### config.mk
export PLATFORM = sky130hd
export DESIGN_NAME = adcs_sequencer
export DESIGN_NICKNAME = d
export VERILOG_FILES = /design/src/design/adcs_period_gen.v /design/src/design/adcs_sequencer.v
export VERILOG_INCLUDE_DIRS = /design/src /design/src/design
export SDC_FILE = /design/constraint.sdc
export NUM_CORES = 1
export LEC_CHECK = 0
export BUFFER_PORTS_ARGS = -buffer_cell sky130_fd_sc_hd__buf_2
export CORE_ASPECT_RATIO = 0.7
export CORE_UTILIZATION = 33
export CTS_BUF_LIST = sky130_fd_sc_hd__clkbuf_8
export DETAILED_ROUTE_END_ITERATION = 8
export SYNTH_ARGS = -nofsm -noshare
export SYNTH_HDL_FRONTEND = slang
export SYNTH_SLANG_ARGS = --single-unit
### constraint.sdc
create_clock -name clk -period 2.2 [get_ports clk]
set_input_delay 0.22 -clock clk [delete_from_list [all_inputs] [get_ports clk]]
set_output_delay 0.22 -clock clk [all_outputs]
set_load 0.005 [all_outputs]
### src/design/adcs_map.vh
// Register offsets, fields, reset values and timing counts for the sequencer.
// Assumes inclusion by the sequencer files and the sequencer test bench.
`ifndef ADCS_MAP_VH
`define ADCS_MAP_VH

// ****************************************
// Register offsets (byte addresses)
// ****************************************
`define ADCS_OFF_CONTROL   12'h000
`define ADCS_OFF_RESULT    12'h004
`define ADCS_OFF_PORTCFG   12'h008
`define ADCS_OFF_STATUS    12'h00C
`define ADCS_OFF_IRQEN     12'h010
`define ADCS_OFF_PORT      12'h014
`define ADCS_OFF_DIR       12'h018

// ****************************************
// Control and status register fields
// ****************************************
`define ADCS_CTL_POWER     0
`define ADCS_CTL_GO        2
`define ADCS_CTL_CHS_LO    3
`define ADCS_CTL_CLK_LO    6
`define ADCS_STS_DONE      6
`define ADCS_STS_WAKE      0

// ****************************************
// Reset values
// ****************************************
`define ADCS_RST_CONTROL   8'h00
`define ADCS_RST_PORTCFG   3'h0
`define ADCS_RST_DIR       6'h3F

// ****************************************
// Clock select codes and timing
// ****************************************
`define ADCS_CLK_DIV2      2'h0
`define ADCS_CLK_DIV8      2'h1
`define ADCS_CLK_DIV32     2'h2
`define ADCS_CLK_RC        2'h3
`define ADCS_HALF_TICKS    5'h13
`define ADCS_RECOVER_TICKS 5'h04
`define ADCS_INSTR_CYCLES  8'h04

`endif

### src/design/adcs_period_gen.v
// Conversion bit period generator: emits half-period ticks.
// Assumes rcTick is already synchronous to clk.
`timescale 1ns/1ps
`include "adcs_map.vh"

module adcs_period_gen
(
  input  wire       clk,
  input  wire       rstn,
  input  wire       clkEn,
  input  wire       run,
  input  wire [1:0] clkSel,
  input  wire       rcTick,
  output reg        halfTick
);

  // ****************************************
  // Divider
  // ****************************************
  reg  [4:0] cnt_q;
  reg  [4:0] limit;

  always @*
  begin
    case (clkSel)
      `ADCS_CLK_DIV2:  limit = 5'h00;
      `ADCS_CLK_DIV8:  limit = 5'h03;
      `ADCS_CLK_DIV32: limit = 5'h0F;
      default:         limit = 5'h00;
    endcase
  end

  always @(posedge clk or negedge rstn)
  begin
    if (!rstn)
    begin
      cnt_q    <= 5'h00;
      halfTick <= 1'b0;
    end
    else if (clkEn)
    begin
      if (!run)
      begin
        cnt_q    <= 5'h00;
        halfTick <= 1'b0;
      end
      else if (clkSel == `ADCS_CLK_RC)
      begin
        cnt_q    <= 5'h00;
        halfTick <= rcTick;
      end
      else if (cnt_q >= limit)
      begin
        cnt_q    <= 5'h00;
        halfTick <= 1'b1;
      end
      else
      begin
        cnt_q    <= cnt_q + 5'h01;
        halfTick <= 1'b0;
      end
    end
  end

endmodule

### src/design/adcs_sequencer.v
// APB-controlled conversion sequencer for an 8-bit successive-approx. ADC.
// Assumes an APB master on clk; the comparator and sleep request are pins.
// Overview of operation
// - Conversion takes 9.5 bit periods from start to result ready.
// - Clock select 00/01/10 gives 2/8/32 clocks; 11 uses RC clock.
// - After completion wait two bit periods, sample switch open.
// - Analog pins need direction input; outputs convert driven level.
// - Channel select and pin direction never gate the sequencing.
// - Port reads return zero for pins configured as analog.
// - Digital-input pins selected still convert their analog level.
// - Clearing go mid-conversion aborts; result stays unchanged.
// - After abort wait two bit periods, then acquire automatically.
// - With RC clock, start is delayed one instruction cycle.
// - Completion clears go and loads the 8-bit result.
// - Completion in sleep with interrupt enabled requests wake-up.
// - Completion in sleep, interrupt off, shuts converter, power stays.
// - Sleep with non-RC clock aborts and shuts off, power bit stays.
// - Completion sets the done flag.
// - With power on, writing go starts; go reads one while busy.
// - Channel select 00..11 picks channels 0..3.
// - Reset turns converter off, aborts, keeps result.
//
// The register addresses and register access over APB are this design's own decisions.
`timescale 1ns/1ps
`include "adcs_map.vh"

module adcs_sequencer
(
  input  wire        clk,
  input  wire        rstn,
  input  wire        clkEn,
  input  wire        psel,
  input  wire        penable,
  input  wire        pwrite,
  input  wire [11:0] paddr,
  input  wire [31:0] pwdata,
  output reg         pready,
  output reg  [31:0] prdata,
  output reg         pslverr,
  input  wire        sleepReq,
  input  wire        rcClkPin,
  input  wire        cmpIn,
  input  wire [5:0]  pinIn,
  output reg  [1:0]  chanSel,
  output reg         sampleEn,
  output reg         analogOn,
  output reg  [7:0]  dacCode,
  output reg         wakeReq
);

  // ****************************************
  // States
  // ****************************************
  localparam ST_IDLE    = 3'h0;
  localparam ST_DELAY   = 3'h1;
  localparam ST_CONVERT = 3'h2;
  localparam ST_RECOVER = 3'h3;
  localparam ST_OFF     = 3'h4;

  reg  [2:0] state_q;
  reg  [1:0] clkSel_q;
  reg  [1:0] chs_q;
  reg        go_q;
  reg        power_q;
  reg  [7:0] result_q;
  reg  [2:0] portCfg_q;
  reg  [5:0] dir_q;
  reg        done_q;
  reg        irqEn_q;
  reg  [4:0] ticks_q;
  reg  [7:0] delay_q;
  reg  [7:0] sar_q;
  reg  [2:0] bit_q;
  reg        shutdown_q;

  // ****************************************
  // Pin synchronisers
  // ****************************************
  reg  [2:0] rcS1_q;
  reg  [2:0] rcS2_q;
  reg        slS1_q;
  reg        slS2_q;
  reg  [5:0] pinS1_q;
  reg  [5:0] pinS2_q;
  reg        rcPrev_q;

  always @(posedge clk or negedge rstn)
  begin
    if (!rstn)
    begin
      rcS1_q   <= 3'h0;
      rcS2_q   <= 3'h0;
      slS1_q   <= 1'b0;
      slS2_q   <= 1'b0;
      pinS1_q  <= 6'h00;
      pinS2_q  <= 6'h00;
      rcPrev_q <= 1'b0;
    end
    else if (clkEn)
    begin
      rcS1_q   <= {rcS1_q[1:0], rcClkPin};
      rcS2_q   <= {rcS2_q[1:0], rcS1_q[0]};
      slS1_q   <= sleepReq;
      slS2_q   <= slS1_q;
      pinS1_q  <= pinIn;
      pinS2_q  <= pinS1_q;
      rcPrev_q <= rcS2_q[0];
    end
  end

  wire rcTick  = rcS2_q[0] ^ rcPrev_q;
  wire sleepS  = slS2_q;
  // Comparator settles within the cycle from dacCode, same clock domain
  wire cmpS    = cmpIn;

  // ****************************************
  // Bit period generator
  // ****************************************
  wire halfTick;
  wire busy = (state_q != ST_IDLE) && (state_q != ST_OFF);

  adcs_period_gen u_period
  (
    .clk      (clk),
    .rstn     (rstn),
    .clkEn    (clkEn),
    .run      (busy),
    .clkSel   (clkSel_q),
    .rcTick   (rcTick),
    .halfTick (halfTick)
  );

  // ****************************************
  // Analog pin decode
  // ****************************************
  function [5:0] analogMask;
    input [2:0] cfg;
    begin
      case (cfg)
        3'h0, 3'h1: analogMask = 6'h17;
        3'h2, 3'h3: analogMask = 6'h07;
        3'h4, 3'h5: analogMask = 6'h03;
        3'h6:       analogMask = 6'h01;
        default:    analogMask = 6'h00;
      endcase
    end
  endfunction

  // ****************************************
  // APB decode
  // ****************************************
  wire access  = psel && penable;
  wire wrEn    = access && pwrite;
  wire wrCtl   = wrEn && (paddr == `ADCS_OFF_CONTROL);
  wire goWr    = pwdata[`ADCS_CTL_GO];
  wire pwrWr   = pwdata[`ADCS_CTL_POWER];
  wire known   = (paddr == `ADCS_OFF_CONTROL) || (paddr == `ADCS_OFF_RESULT) ||
                 (paddr == `ADCS_OFF_PORTCFG) || (paddr == `ADCS_OFF_STATUS) ||
                 (paddr == `ADCS_OFF_IRQEN) || (paddr == `ADCS_OFF_PORT) ||
                 (paddr == `ADCS_OFF_DIR);
  wire [7:0] ctlView = {clkSel_q, 1'b0, chs_q, go_q, 1'b0, power_q};

  // ****************************************
  // Sequencer
  // ****************************************
  wire convEnd  = (state_q == ST_CONVERT) && halfTick &&
                  (ticks_q == `ADCS_HALF_TICKS - 5'h01);
  wire abortReq = busy && (state_q != ST_RECOVER) && wrCtl && !goWr;
  wire sleepOff = sleepS && (clkSel_q != `ADCS_CLK_RC) && busy;

  always @(posedge clk or negedge rstn)
  begin
    if (!rstn)
    begin
      state_q    <= ST_IDLE;
      {clkSel_q, chs_q, go_q, power_q} <= 6'h00;
      portCfg_q  <= `ADCS_RST_PORTCFG;
      dir_q      <= `ADCS_RST_DIR;
      done_q     <= 1'b0;
      irqEn_q    <= 1'b0;
      ticks_q    <= 5'h00;
      delay_q    <= 8'h00;
      sar_q      <= 8'h00;
      bit_q      <= 3'h7;
      shutdown_q <= 1'b0;
      wakeReq    <= 1'b0;
    end
    else if (clkEn)
    begin
      if (wrCtl)
      begin
        clkSel_q <= pwdata[`ADCS_CTL_CLK_LO+1:`ADCS_CTL_CLK_LO];
        chs_q    <= pwdata[`ADCS_CTL_CHS_LO+1:`ADCS_CTL_CHS_LO];
        power_q  <= pwrWr;
        go_q     <= goWr && pwrWr && power_q;
        shutdown_q <= 1'b0;
      end
      if (wrEn && paddr == `ADCS_OFF_PORTCFG)
        portCfg_q <= pwdata[2:0];
      if (wrEn && paddr == `ADCS_OFF_DIR)
        dir_q <= pwdata[5:0];
      if (wrEn && paddr == `ADCS_OFF_IRQEN)
        irqEn_q <= pwdata[0];
      if (wrEn && paddr == `ADCS_OFF_STATUS && pwdata[`ADCS_STS_DONE])
        done_q <= 1'b0;
      if (!sleepS)
        wakeReq <= 1'b0;
      case (state_q)
        ST_IDLE, ST_OFF:
        begin
          ticks_q <= 5'h00;
          bit_q   <= 3'h7;
          sar_q   <= 8'h80;
          if (state_q == ST_OFF && !shutdown_q)
            state_q <= ST_IDLE;
          if (wrCtl && goWr && pwrWr && power_q && !shutdown_q)
          begin
            if (clkSel_q == `ADCS_CLK_RC)
            begin
              state_q <= ST_DELAY;
              delay_q <= `ADCS_INSTR_CYCLES - 8'h01;
            end
            else
              state_q <= ST_CONVERT;
          end
        end
        ST_DELAY:
        begin
          if (delay_q == 8'h00)
            state_q <= ST_CONVERT;
          else
            delay_q <= delay_q - 8'h01;
        end
        ST_CONVERT:
        begin
          if (halfTick)
          begin
            ticks_q <= ticks_q + 5'h01;
            if (ticks_q[0] && ticks_q >= 5'h03 && ticks_q <= 5'h11)
            begin
              sar_q[bit_q] <= cmpS;
              if (bit_q != 3'h0)
              begin
                sar_q[bit_q - 3'h1] <= 1'b1;
                bit_q <= bit_q - 3'h1;
              end
            end
          end
          if (convEnd)
          begin
            state_q <= ST_RECOVER;
            ticks_q <= 5'h00;
            go_q    <= 1'b0;
            done_q  <= 1'b1;
            if (sleepS && irqEn_q)
              wakeReq <= 1'b1;
            else if (sleepS)
              shutdown_q <= 1'b1;
          end
        end
        ST_RECOVER:
        begin
          if (halfTick)
            ticks_q <= ticks_q + 5'h01;
          if (halfTick && ticks_q == `ADCS_RECOVER_TICKS - 5'h01)
            state_q <= shutdown_q ? ST_OFF : ST_IDLE;
        end
        default:
          state_q <= ST_IDLE;
      endcase
      if (abortReq)
      begin
        state_q <= ST_RECOVER;
        ticks_q <= 5'h00;
        go_q    <= 1'b0;
      end
      if (sleepOff)
      begin
        state_q    <= ST_OFF;
        go_q       <= 1'b0;
        shutdown_q <= 1'b1;
      end
    end
  end

  // ****************************************
  // Result register, no reset
  // ****************************************
  always @(posedge clk)
  begin
    if (clkEn)
    begin
      if (convEnd)
        result_q <= sar_q;
      else if (wrEn && paddr == `ADCS_OFF_RESULT)
        result_q <= pwdata[7:0];
    end
  end

  // ****************************************
  // Analog outputs and APB answer
  // ****************************************
  wire [5:0] portView = pinS2_q & ~analogMask(portCfg_q);

  always @(posedge clk or negedge rstn)
  begin
    if (!rstn)
    begin
      chanSel  <= 2'h0;
      sampleEn <= 1'b0;
      analogOn <= 1'b0;
      dacCode  <= 8'h00;
      pready   <= 1'b0;
      prdata   <= 32'h0000_0000;
      pslverr  <= 1'b0;
    end
    else if (clkEn)
    begin
      chanSel  <= chs_q;
      sampleEn <= power_q && !shutdown_q &&
                  (state_q == ST_IDLE);
      analogOn <= power_q && !shutdown_q;
      dacCode  <= sar_q;
      pready   <= psel && !penable;
      pslverr  <= psel && !penable && !known;
      prdata   <= 32'h0000_0000;
      if (psel && !penable && !pwrite)
      begin
        case (paddr)
          `ADCS_OFF_CONTROL: prdata <= {24'h000000, ctlView};
          `ADCS_OFF_RESULT:  prdata <= {24'h000000, result_q};
          `ADCS_OFF_PORTCFG: prdata <= {29'h0, portCfg_q};
          `ADCS_OFF_STATUS:  prdata <= {25'h0, done_q, 5'h00, wakeReq};
          `ADCS_OFF_IRQEN:   prdata <= {31'h0, irqEn_q};
          `ADCS_OFF_PORT:    prdata <= {26'h0, portView};
          `ADCS_OFF_DIR:     prdata <= {26'h0, dir_q};
          default:           prdata <= 32'h0000_0000;
        endcase
      end
    end
  end

endmodule

==> impl_metrics.env <==
export IMPL_relSlewSlack=0.631
export IMPL_gp_congestion=0.905
export IMPL_min_path_type="in -> reg"
export IMPL_synth_seq_cells=99
export IMPL_rsz0062_at_grt="false"
export IMPL_synth_most_common_cell="dfrtp_1"
export IMPL_fin_nets=676
export IMPL_grt_pass1_wl_mm=22.0
export IMPL_syn_avg_cell_area_sq_um=10.5
export IMPL_fp_dieH_um=109
export IMPL_synth_flop_cell="dfrtp_1"
export IMPL_drive_gt1_frac=0.331
export IMPL_core_area_sq_mm=0.0157
export IMPL_dieArea_sq_mm=0.0168
export IMPL_multi_input_area_sq_mm=0.00267
export IMPL_synth_area_leaders="dfrtp_1 (38%), mux2_2 (10%), edfxtp_1 (4.5%)"
export IMPL_seqCellArea_sq_mm=0.00253
export IMPL_start_util=0.342
export IMPL_portBuffers=57
export IMPL_finalMaxSlewViolations=0
export IMPL_ant_nets=0
export IMPL_root_buffer="clkbuf_8"
export IMPL_antenna_cells=0
export IMPL_ios=106
export IMPL_clkTransAtPathRegs_ns=0.10
export IMPL_leakagePower_nw=2.88
export IMPL_finClkSkew_ns=0.0129
export IMPL_synth_edf_count=8
export IMPL_grt_max_degree=43
export IMPL_synth_common_cells="dfrtp_1 (82), mux2_2 (50), nand2_1 (39), nor2_1 (39), a21oi_1 (30)"
export IMPL_htree_levels=3
export IMPL_hold_viol=0
export IMPL_period_needed_ns=2.06
export IMPL_detail_route_wl_per_cell_um=16.2
export IMPL_cts_sinks=99
export IMPL_fin_crit_sh=0.938
export IMPL_drc=0
export IMPL_max_stage_delay_ns=0.36
export IMPL_power_density_mw_per_mm2=590
export IMPL_cp_common_cell="inv_1"
export IMPL_dieWidth_um=155
export IMPL_path_cells="inv_1, ha_4, inv_1, ha_1, nand2b_1, a21o_1, a21oi_2, o221ai_4, buf_4, o2bb2ai_1"
export IMPL_antenna_found_initial=0
export IMPL_grt_usage=0.169
export IMPL_fin_util=0.405
export IMPL_routed_wl_mm=13.4
export IMPL_worst_path_max_delay_cell="dfrtp_1"
export IMPL_ys_warnings_count=0
export IMPL_rows=38
export IMPL_cp_arrival_ns=2.38
export IMPL_cts_tree="yes"
export IMPL_outcome="finished, final reports clean"
export IMPL_worstPathMaxFanout=5
export IMPL_placedInstanceArea_sq_mm=0.00607
export IMPL_grt_pass1_vias=4046
export IMPL_grt_overflow=0
export IMPL_hold_ws_ns=0.0635
export IMPL_insertion_delay_ns=0.38
export IMPL_via_per_inst=5.20
export IMPL_critPathKind="reg -> reg"
export IMPL_postSynthCellCount=513
export IMPL_drtIter0Drc=339
export IMPL_netlist_area_sq_mm=0.00539
export IMPL_maxCapViolations=0
export IMPL_seq_area_frac_synth=0.469
export IMPL_clk_path_buf_depth=2
export IMPL_final_cell_area_sq_mm=0.00637
export IMPL_cp_required_ns=2.52
export IMPL_peakVddDrop_mv=0.274
export IMPL_yosysTopAreaCell="dfrtp_1"
export IMPL_async_flop_share=0.919
export IMPL_via_count=4303
export IMPL_setup_violations=0
export IMPL_num_fill_cells=1542
export IMPL_hpwl_mm=10.1
export IMPL_cp_end_kind="register"
export IMPL_synth_distinct_cells=71
export IMPL_start_kind="register"
export IMPL_timing_fmax_mhz=485
export IMPL_yosysTopAreaCellShare=0.381
export IMPL_cts_buffers=9
export IMPL_area_growth_pct=18.2
export IMPL_dr_pass1_iters=5
export IMPL_tightest_slew_ns=0.550
metrics by stage:
step / setup slack [ns] / setup TNS [ns] / power (mW) / std cells
after global routing: 0.000183 / 0 / 3.93 / 828
after floorplan: 0.0448 / 0 / 2.42 / 536
after CTS: 0.00953 / 0 / 3.78 / 822
after global placement: 0.0341 / 0 / 2.58 / 805
final: 0.137 / 0 / 3.75 / 828
after detailed placement: -0.0812 / -0.0812 / 2.60 / 805
cell usage in the layout, fill, tap and decap left out, types with 6 or more instances in the layout:
cell type	n
nor2_1	37
a21o_1	7
nand3_1	18
ha_1	13
buf_4	42
a31oi_1	6
nor4_1	8
o21ai_0	20
a21oi_1	29
clkbuf_8	9
nor3_1	16
mux2_2	50
dfstp_2	9
edfxtp_1	8
inv_1	15
dfrtp_1	82
nand2_1	39
conb_1	24
buf_2	56
o2bb2ai_1	10
sequential cells by signal, summed over array words and instances (netlist names), 2 cells and up:
register,flops
sar_q,8
u_period.cnt_q,5
result_q,8
portCfg_q,3
pinS1_q,6
pinS2_q,6
prdata,8
ticks_q,5
state_q,3
chanSel,2
clkSel_q,2
dir_q,6
delay_q,8
chs_q,2
bit_q,3
dacCode,8
routing by layer:
metal  share of wire  vias to the layer above  GRT usage
met1            0.51                     2130      0.253
met4           0.012                        0     0.0410
met2            0.42                      142      0.246
met5               0                        -          0
li1                -                     2011          -
met3           0.062                       20     0.0346
worst paths after layout:
path | from | to | slack [ns] | depth (start not counted)
setup / recovery | clkSel_q[0] | u_period.cnt_q[3] | 0.14 | 10
hold / removal | pinIn[0] | pinS1_q[0] | 0.06 | 2
setup reg to reg | clkSel_q[0] | u_period.cnt_q[3] | 0.14 | 10
hold reg to reg | prdata[4] | prdata[4] | 0.48 | 1
max in group asynchronous | rstn | dir_q[1] | 1.11 | 3
min in group asynchronous | rstn | dacCode[3] | 0.36 | 2
kinds of logic after synthesis:
| kind of cell | after synthesis | synth area share |
|---|---|---|
| other | 1 | 0.000696 |
| and+or+nand+nor | 158 | 0.158 |
| AOI/OAI and AO/OA | 115 | 0.148 |
| buffers and inverters | 61 | 0.0613 |
| muxes | 55 | 0.114 |
| DFF | 99 | 0.469 |
| xor gates and xnor gates | 10 | 0.0163 |
| adders and majority gates | 14 | 0.0325 |
layout make-up:
| cell class | count | share of cell area |
|---|---|---|
| tap | 220 | 0.0432 |
| timing repair buffer | 101 | 0.101 |
| sequential | 99 | 0.397 |
| multi-input combinational | 376 | 0.419 |
| clock inverter | 7 | 0.0108 |
| clock buffer | 9 | 0.0195 |
| inverter | 16 | 0.00943 |
worst max-delay path: cells and delay by family (launching register included):
| family | cells | cell delay, ns |
|---|---|---|
| AOI/OAI and AO/OA | 4 | 0.67 |
| adders and majority gates | 2 | 0.53 |
| DFF | 1 | 0.36 |
| buffers and inverters | 3 | 0.31 |
| and+or+nand+nor | 1 | 0.14 |
timing repair:
action | CTS | global route
hold buffers | 1 | 0
endpoints found under the setup margin | 1 | 11
gates resized for setup | 1 | 8
setup buffers | 0 | 6
endpoints found under the hold margin | 36 | 0
gates cloned | 0 | 0
pin swaps | 0 | 2
power breakdown:
part | internal, mW | switching (mW) | total, mW
sequential | 1.95 | 0.106 | 2.06
clock | 0.522 | 0.651 | 1.17
combinational | 0.222 | 0.303 | 0.524
Note: power is estimated with default switching activity, not from simulation.
